[src/design/gpio_cd_map.svh]
// How it works
// Select bit 1 routes the peripheral signal to the pin, 0 gives port
// Direction bit 1 makes the pin an output, 0 an input
// Reset clears every function-select bit, so all pins start as port pins
// Reset clears every direction bit; data latches reset to zero
// Output pin drives its data latch; data read returns the latch
// Input pin is not driven; data read returns the sampled pin level
// Direction and function select are independent for every single bit
// Port C select bits 7..5 give pulse group A, bits 4..2 group B
// Port C bit 1 serial0 clock, bit 0 serial0 out; bits 3,2 feed selects
// Port D bits 5,2 serial1/2 clocks; bits 4,1 serial1/2 data outputs
// Software keeps port D select bits 7, 6, 3 and 0 at zero
`ifndef GPIO_CD_MAP_SVH
`define GPIO_CD_MAP_SVH

// Register indices; byte address is four times the index
`define IDX_D_DATA 6'h16
`define IDX_C_DATA 6'h17
`define IDX_D_DIR 6'h1E
`define IDX_C_DIR 6'h1F
`define IDX_C_FSEL 6'h27
`define IDX_D_FSEL 6'h28

`define REG_RESET 8'h00
`define LATCH_RESET 8'h00
// Port D select bits that may be set
`define D_FSEL_MASK 8'h36
// Peripheral drive enables on port C bits 7..2
`define C_FIXED_OE 6'h3F
`define RESP_OKAY 2'h0
`define RESP_SLVERR 2'h2

`endif

[src/design/gpio_cd_pkg.sv]
package gpio_cd_pkg;

    // Drive of one eight-bit port towards its pads
    typedef struct packed {
        logic [7:0] out;
        logic [7:0] oe;
    } pinDrive_s;

endpackage

[src/design/gpio_cd.sv]
`timescale 1ns/1ps
`include "gpio_cd_map.svh"

module gpio_cd
    import gpio_cd_pkg::*;
(
    input wire logic clk, // 50 MHz system clock
    input wire logic arst_n, // Asynchronous reset
    input wire logic [7:0] s_axi_awaddr, // Write address
    input wire logic s_axi_awvalid, // Write address valid
    output logic s_axi_awready, // Write address ready
    input wire logic [31:0] s_axi_wdata, // Write data
    input wire logic [3:0] s_axi_wstrb, // Write strobes
    input wire logic s_axi_wvalid, // Write data valid
    output logic s_axi_wready, // Write data ready
    output logic [1:0] s_axi_bresp, // Write response
    output logic s_axi_bvalid, // Write response valid
    input wire logic s_axi_bready, // Write response ready
    input wire logic [7:0] s_axi_araddr, // Read address
    input wire logic s_axi_arvalid, // Read address valid
    output logic s_axi_arready, // Read address ready
    output logic [31:0] s_axi_rdata, // Read data
    output logic [1:0] s_axi_rresp, // Read response
    output logic s_axi_rvalid, // Read data valid
    input wire logic s_axi_rready, // Read data ready
    input wire logic [7:0] cPinIn, // Port C pad levels
    output pinDrive_s cPin, // Port C pad drive
    input wire logic [7:0] dPinIn, // Port D pad levels
    output pinDrive_s dPin, // Port D pad drive
    input wire logic [2:0] pulseA, // Pulse group A outputs
    input wire logic [2:0] pulseB, // Pulse group B outputs
    input wire logic sclk0Out, // Serial 0 clock out
    input wire logic sclk0Oe, // Serial 0 clock drive
    input wire logic sdo0, // Serial 0 data out
    input wire logic sclk1Out, // Serial 1 clock out
    input wire logic sclk1Oe, // Serial 1 clock drive
    input wire logic sdo1, // Serial 1 data out
    input wire logic sclk2Out, // Serial 2 clock out
    input wire logic sclk2Oe, // Serial 2 clock drive
    input wire logic sdo2, // Serial 2 data out
    output logic sclk0In, // Serial 0 clock from pad
    output logic sclk1In, // Serial 1 clock from pad
    output logic sclk2In, // Serial 2 clock from pad
    output logic serial0_data_in, // Serial 0 data in
    output logic serial1_data_in, // Serial 1 data in
    output logic serial2_data_in, // Serial 2 data in
    output logic serial0_select_in, // Serial 0 select in
    output logic serial1_select_in, // Serial 1 select in
    output logic serial2_select_in, // Serial 2 select in
    output logic ext_irq_line_2 // External interrupt line
);

    // ==========================================================
    // Reset release
    logic [1:0] rstPipe;
    logic rstN;

    always_ff @(posedge clk or negedge arst_n) begin
        if (!arst_n) begin
            rstPipe <= 2'b00;
        end else begin
            rstPipe <= {rstPipe[0], 1'b1};
        end
    end
    assign rstN = rstPipe[1];

    // ==========================================================
    // Pad input synchronisers
    // A high level counts once the second and third stages agree; a low one as soon as they differ
    function automatic logic [7:0] settle(input logic [7:0] s2,
        input logic [7:0] s3, input logic [7:0] level);
        settle = (s2 & s3) | (level & ~(s2 ^ s3));
    endfunction

    logic [7:0] cS1, cS2, cS3, cLevel;
    logic [7:0] dS1, dS2, dS3, dLevel;
    logic [7:0] next_cLevel, next_dLevel;

    assign next_cLevel = settle(cS2, cS3, cLevel);
    assign next_dLevel = settle(dS2, dS3, dLevel);

    always_ff @(posedge clk or negedge rstN) begin
        if (!rstN) begin
            cS1 <= 8'h00;
            cS2 <= 8'h00;
            cS3 <= 8'h00;
            cLevel <= 8'h00;
            dS1 <= 8'h00;
            dS2 <= 8'h00;
            dS3 <= 8'h00;
            dLevel <= 8'h00;
        end else begin
            cS1 <= cPinIn;
            cS2 <= cS1;
            cS3 <= cS2;
            cLevel <= next_cLevel;
            dS1 <= dPinIn;
            dS2 <= dS1;
            dS3 <= dS2;
            dLevel <= next_dLevel;
        end
    end

    // ==========================================================
    // Bus write side
    logic awHeld, wHeld;
    logic [5:0] awIdx;
    logic [7:0] wByte;
    logic wLane;
    logic doWrite, wHit;

    assign s_axi_awready = !awHeld;
    assign s_axi_wready = !wHeld;
    assign doWrite = awHeld && wHeld && !s_axi_bvalid;
    assign wHit = (awIdx == `IDX_D_DATA) || (awIdx == `IDX_C_DATA) ||
        (awIdx == `IDX_D_DIR) || (awIdx == `IDX_C_DIR) ||
        (awIdx == `IDX_C_FSEL) || (awIdx == `IDX_D_FSEL);

    always_ff @(posedge clk or negedge rstN) begin
        if (!rstN) begin
            awHeld <= 1'b0;
            wHeld <= 1'b0;
            awIdx <= 6'h00;
            wByte <= 8'h00;
            wLane <= 1'b0;
            s_axi_bvalid <= 1'b0;
            s_axi_bresp <= `RESP_OKAY;
        end else begin
            if (s_axi_awvalid && !awHeld) begin
                awHeld <= 1'b1;
                awIdx <= s_axi_awaddr[7:2];
            end else if (doWrite) begin
                awHeld <= 1'b0;
            end
            if (s_axi_wvalid && !wHeld) begin
                wHeld <= 1'b1;
                wByte <= s_axi_wdata[7:0];
                wLane <= s_axi_wstrb[0];
            end else if (doWrite) begin
                wHeld <= 1'b0;
            end
            if (doWrite) begin
                s_axi_bvalid <= 1'b1;
                s_axi_bresp <= wHit ? `RESP_OKAY : `RESP_SLVERR;
            end else if (s_axi_bready) begin
                s_axi_bvalid <= 1'b0;
            end
        end
    end

    // ==========================================================
    // Port registers
    logic [7:0] latchC, latchD, dirC, dirD, fselC, fselD;
    logic wEn;

    assign wEn = doWrite && wLane;

    always_ff @(posedge clk or negedge rstN) begin
        if (!rstN) begin
            latchC <= `LATCH_RESET;
            latchD <= `LATCH_RESET;
            dirC <= `REG_RESET;
            dirD <= `REG_RESET;
            fselC <= `REG_RESET;
            fselD <= `REG_RESET;
        end else if (wEn) begin
            case (awIdx)
                `IDX_C_DATA: latchC <= wByte;
                `IDX_D_DATA: latchD <= wByte;
                `IDX_C_DIR: dirC <= wByte;
                `IDX_D_DIR: dirD <= wByte;
                `IDX_C_FSEL: fselC <= wByte;
                `IDX_D_FSEL: fselD <= wByte & `D_FSEL_MASK;
                default: ;
            endcase
        end
    end

    // ==========================================================
    // Bus read side
    logic [7:0] rdByte;
    logic rHit;
    logic [5:0] arIdx;

    assign arIdx = s_axi_araddr[7:2];
    assign s_axi_arready = !s_axi_rvalid;
    assign rHit = (arIdx == `IDX_D_DATA) || (arIdx == `IDX_C_DATA) ||
        (arIdx == `IDX_D_DIR) || (arIdx == `IDX_C_DIR) ||
        (arIdx == `IDX_C_FSEL) || (arIdx == `IDX_D_FSEL);
    // Write-only registers read as zero
    assign rdByte = (arIdx == `IDX_C_DATA) ?
        ((dirC & latchC) | (~dirC & cLevel)) :
        (arIdx == `IDX_D_DATA) ?
        ((dirD & latchD) | (~dirD & dLevel)) : 8'h00;

    always_ff @(posedge clk or negedge rstN) begin
        if (!rstN) begin
            s_axi_rvalid <= 1'b0;
            s_axi_rdata <= 32'h0000_0000;
            s_axi_rresp <= `RESP_OKAY;
        end else if (s_axi_arvalid && !s_axi_rvalid) begin
            s_axi_rvalid <= 1'b1;
            s_axi_rdata <= {24'h00_0000, rdByte};
            s_axi_rresp <= rHit ? `RESP_OKAY : `RESP_SLVERR;
        end else if (s_axi_rready) begin
            s_axi_rvalid <= 1'b0;
        end
    end

    // ==========================================================
    // Pin multiplexing
    logic [7:0] cFunc, cFuncOe, dFunc, dFuncOe;
    pinDrive_s next_cPin, next_dPin;

    assign cFunc = {pulseA[0], pulseA[1], pulseA[2], pulseB[0],
        pulseB[1], pulseB[2], sclk0Out, sdo0};
    assign cFuncOe = {`C_FIXED_OE, 2'b00} | {6'h00, sclk0Oe, 1'b1};
    assign dFunc = {2'b00, sclk1Out, sdo1, 1'b0, sclk2Out, sdo2,
        1'b0};
    assign dFuncOe = {2'b00, sclk1Oe, 1'b1, 1'b0, sclk2Oe, 1'b1,
        1'b0};
    assign next_cPin.out = (fselC & cFunc) | (~fselC & latchC);
    assign next_cPin.oe = (fselC & cFuncOe) | (~fselC & dirC);
    assign next_dPin.out = (fselD & dFunc) | (~fselD & latchD);
    assign next_dPin.oe = (fselD & dFuncOe) | (~fselD & dirD);

    always_ff @(posedge clk or negedge rstN) begin
        if (!rstN) begin
            cPin <= '0;
            dPin <= '0;
        end else begin
            cPin <= next_cPin;
            dPin <= next_dPin;
        end
    end

    // ==========================================================
    // Peripheral inputs
    assign sclk0In = cLevel[1];
    assign sclk1In = dLevel[5];
    assign sclk2In = dLevel[2];
    assign serial0_data_in = dLevel[7];
    assign serial0_select_in = dLevel[6];
    assign serial1_data_in = dLevel[3];
    assign ext_irq_line_2 = dLevel[3];
    assign serial2_data_in = dLevel[0];
    // Selects idle high while the pin carries a pulse output
    assign serial2_select_in = fselC[3] | cLevel[3];
    assign serial1_select_in = fselC[2] | cLevel[2];
endmodule

[config.mk]
export PLATFORM = sky130hd
export DESIGN_NAME = gpio_cd
export DESIGN_NICKNAME = d
export VERILOG_FILES = /design/src/design/gpio_cd_pkg.sv /design/src/design/gpio_cd.sv
export VERILOG_INCLUDE_DIRS = /design/src /design/src/design
export SDC_FILE = /design/constraint.sdc
export NUM_CORES = 1
export LEC_CHECK = 0
export ABC_CLOCK_PERIOD_IN_PS = 16149
export CELL_PAD_IN_SITES_DETAIL_PLACEMENT = 0
export CELL_PAD_IN_SITES_GLOBAL_PLACEMENT = 1
export CORE_ASPECT_RATIO = 1.1
export CORE_MARGIN = 4
export CORE_UTILIZATION = 55
export CTS_CLUSTER_DIAMETER = 200
export CTS_CLUSTER_SIZE = 24
export DETAILED_ROUTE_END_ITERATION = 10
export DONT_BUFFER_PORTS = 1
export PLACE_DENSITY = 0.9
export SETUP_SLACK_MARGIN = 0.02
export SKIP_CTS_REPAIR_TIMING = 1
export SLEW_MARGIN = 20
export SYNTH_ARGS = -nofsm -noshare
export SYNTH_HDL_FRONTEND = slang
export SYNTH_SLANG_ARGS = --single-unit
[constraint.sdc]
create_clock -name clk -period 16.15 [get_ports clk]
set_clock_uncertainty 0.05 [all_clocks]
set_input_delay 1.615 -clock clk [delete_from_list [all_inputs] [get_ports clk]]
set_output_delay 1.615 -clock clk [all_outputs]
set_load 0.05 [all_outputs]
# Yosys cells after proc, flatten, opt, wreduce, memory -nomap -nowiden
# Cells that the tools add are included.
[op_classes] reduce_logical=30 n_lt_le_gt_ge=0 eq_ne=12 n_mul=0 n_mux=11 n_bitwise=34 shift=0 div=0 n_addsub=0
[op_table] operator="$and A8 B8 Y8" count=14
[op_table] operator="$eq A6 B5 Y1 const B" count=8
[op_table] operator="$or A8 B8 Y8" count=6
[op_table] operator="$not A8 Y8" count=5
[op_table] operator="$eq A6 B6 Y1 const B" count=4
[op_table] operator="$mux W8" count=2
[op_table] operator="$or A6 B8 Y8" count=2
[op_table] operator="$xor A8 B8 Y8" count=2
[op_table] operator="$and A6 B6 Y6" count=2
[op_table] operator="$reduce_and A2 Y1" count=6
[op_table] operator="$logic_or A1 B1 Y1" count=10
[op_table] operator="$not A6 Y8" count=1
[op_table] operator="$reduce_bool A2 Y1" count=4
[op_table] operator="$mux W1" count=7
[op_table] operator="$logic_and A1 B1 Y1" count=6
[op_table] operator="$logic_not A1 Y1" count=4
[op_table] operator="$mux W2" count=2
[op_table] operator="$or A1 B1 Y1" count=2
[totals] regBits=173 in_bits=90 output_inout_bits=83 ramBits=0 elab_cells=116 n_memories=0 latchBits=0 mem_bits_ro=0

# Longest topological paths before layout
[logic_depth] ltp_word=7 depth_mapped=4 depth_no_buf=3

# Worst setup path after synthesis
# OpenSTA, ideal clock, no wires.
[synth_path] path_type="register to output" from="register s_axi_rvalid" to="output port s_axi_arready" n_path_buf=0 stages_incl_launch_ff=2 required_ps=14485 setup_slack_ps=13523 arrival_ps=962 path_cell_list="dfrtp_1 inv_1"
[synth_between] elab_chain_len=1
[synth_rtl] element="start: declaration" line_no="gpio_cd.sv:24" source="output logic s_axi_rvalid,"
[synth_rtl] element="start signal: assignment" line_no="gpio_cd.sv:198" source="s_axi_rvalid <= 1'b0;"
[synth_rtl] element="start signal: assignment" line_no="gpio_cd.sv:202" source="s_axi_rvalid <= 1'b1;"
[synth_rtl] element="start signal: assignment" line_no="gpio_cd.sv:206" source="s_axi_rvalid <= 1'b0;"
[synth_rtl] element="$logic_not A1 Y1" line_no="gpio_cd.sv:186" source="assign s_axi_arready = !s_axi_rvalid;"
[synth_rtl] element="end: declaration" line_no="gpio_cd.sv:21" source="output logic s_axi_arready,"
# Every way passes these cells.

# Worst setup path after layout
# Same ends and word-level chain as after synthesis.

==> impl_metrics.csv <==
group,metric,value,unit
sta,max_freq,0.324,GHz
synthesis,synth.top_cells.by_count,"dfrtp_1, mux2_2, buf_4",
power,peakVddDrop,0.0947,mV
detailed_routing,met2RoutedLength,5.90,mm
finish,num_antenna_cells,0,
detailed_routing,antenna_left,0,
synthesis,yosysMostFrequentCell,"dfrtp_1",
finish,multiInputGateArea,0.00199,mm2
synthesis,netlist_instances,413,
synthesis,ys_seq_area_frac,0.660,
sta,setup_viol,0,
synthesis,synth_ff_type,"dfrtp_1",
clock_tree,cts_made_buffers,17,
finish,top_regs,"cPin (16), dPin (16)",
detailed_routing,drt_wl_total,11.7,mm
finish,seqCellArea,0.00428,mm2
power,power,1.33,mW
finish,area_delta_synth_final,10.9,%
sta,fin_crit_sh,0.191,
power,p_leak,3.62,nW
clock_tree,htreeDepth,4,
sta,worst_slew_pin_slew,0.990,ns
floorplanning,ioPinCount,173,
clock_tree,cts_tree,"built",
setup_path,worstSetupEndpointType,"output port",
sta,slew_violations,0,
global_route,grt_max_degree,68,
power,power_density,185,mW/mm2
floorplanning,die_h,122,um
floorplanning,initial_core_util,0.564,
hold_path,hp-class,"reg -> async",
global_route,grt_usage,0.185,
sta,rsz0062_at_grt,"no",
synthesis,synth_top_area_cell,"dfrtp_1",
setup_path,cp_slowest_cell,"dfrtp_1",
setup_path,crit_arrival,1.42,ns
detailed_routing,drt_iter0_drc,206,
finish,instances_no_fill,590,
sta,max_slew_margin,0.336,
global_route,grt_pass1_wl,18.9,mm
detailed_routing,drt_first_pass_iters,4,
setup_path,crit_fanout,3,
floorplanning,dieWidth,112,um
synthesis,netlist_area,0.00649,mm2
detailed_routing,via_count,3153,
place,dpl.hpwl,8.07,mm
sta,fin_crit,3.08,ns
flow_run,cap_violations,0,
sta,fin_setup_tns,0,ns
detailed_routing,met3_length,778,um
floorplanning,die_area,0.0136,mm2
global_route,grt_pass1_vias,3470,
synthesis,synth_edf_count,0,
synthesis,async_reset_ff_frac,1.00,
clock_tree,clockBufferDepth,2,
clock_tree,clk_transition_reported_paths,0.06,ns
setup_path,timing.rr.start,"s_axi_bvalid",
sta,hold_viol_final,0,
detailed_routing,routedWlPerCell,19.9,um
finish,nets,533,
synthesis,synthTopCellsByArea,"dfrtp_1, mux2_2, mux2i_1",
finish,fin_util,0.626,
setup_path,critical_path_buf_inv_count,1,
finish,nFillCells,877,
global_route,overflow,0,
clock_tree,clock_latency,0.41,ns
setup_path,cp.required,14.49,ns
setup_path,critPathTopFamily,"flip-flops",
floorplanning,core,0.0115,mm2
place,numPortBuffers,0,
clock_tree,clock_sinks,171,
detailed_routing,vias_per_cell,5.34,
floorplanning,num_rows,41,
setup_path,slowest_delay,0.64,ns
detailed_routing,highest_layer,"met5",
setup_path,startpoint,"s_axi_rvalid",
setup_path,crit_type,"reg -> out",
place,placedCellCount,558,
synthesis,yosysWarnings,0,
outcome,status,"finished, final reports clean",
detailed_routing,drc,0,
synthesis,avgSynthCellArea,15.7,um2
synthesis,synth_top_cell_area_share,0.660,
place,globalplace.congestion,0.720,
setup_path,crit_chain,"inv_1",
global_route,antenna_found_initial,1,
synthesis,synth-seq-cells,171,
synthesis,synth.distinct_cells,32,
clock_tree,cts_root_buf,"clkbuf_16",
detailed_routing,wl_met1,4.94,mm
setup_path,start_kind,"flip-flop",
finish,drive_above_1_share,0.289,
[cell families after synthesis]
logic type	synth area share
adder cells (fa/ha/maj)	0.0309
other	0.00116
AND/OR/NAND/NOR	0.0511
AO/OA/AOI/OAI	0.0370
multiplexers	0.172
buffers and inverters	0.0476
flip-flops	0.660
[stage by stage]
| stage | area [um2] | hold WS [ns] | worst slack, ns |
|---|---|---|---|
| CTS | 7190 | 0.269 | 13.04 |
| global route | 7190 | 0.294 | 13.02 |
| floorplan | 6580 | 0.281 | 10.98 |
| detailed placement | 6560 | 0.267 | 13.30 |
| finish | 7190 | 0.246 | 13.07 |
| global placement | 6560 | 0.247 | 13.31 |
[where the power goes]
group	switching, mW	internal (mW)	total [mW]
combinational	0.0945	0.116	0.211
clock	0.166	0.266	0.431
sequential	0.165	0.522	0.687
total	0.425	0.904	1.33
[area by class of cell]
type                            count  share of cell area
Inverter                           20              0.0104
Clock inverter                     12              0.0257
Sequential cell                   171               0.596
Timing Repair Buffer                3             0.00313
Clock buffer                       20              0.0621
Tap cell                          150              0.0261
Multi-Input combinational cell    214               0.277
[cell usage in the layout (no fill, tap or decap), drive strengths merged]
cell,instances
nand3,1
o31ai,2
a21oi,2
nand4b,1
bufinv,4
clkinvlp,3
conb,27
nand2,4
clkinv,1
or4,2
nand2b,6
o21a,2
inv,24
clkbuf,20
nand3b,3
or2,12
mux2i,24
dfrtp,171
buf,3
a21o,16
mux2,74
o21ai,2
nor4,3
or4bb,1
nand4bb,2
a22o,8
ha,16
nor3,4
and2b,2
[per-layer routing]
metal | global-route usage | up-vias
li1 | - | 1399
met3 | 0.0631 | 12
met5 | 0 | -
met1 | 0.235 | 1633
met2 | 0.298 | 107
met4 | 0.0662 | 2
[final timing paths]
check | slack, ns | depth (start not counted) | to
max reg2reg | 13.78 | 3 | dirD[7]
max | 13.07 | 1 | s_axi_arready
min | 0.25 | 0 | dS2[6]
min reg2reg | 0.25 | 0 | dS2[6]
max in group asynchronous | 13.83 | 2 | latchC[4]
min in group clk | 0.29 | 0 | dS2[3]
Power figures use the tool's default switching activity.
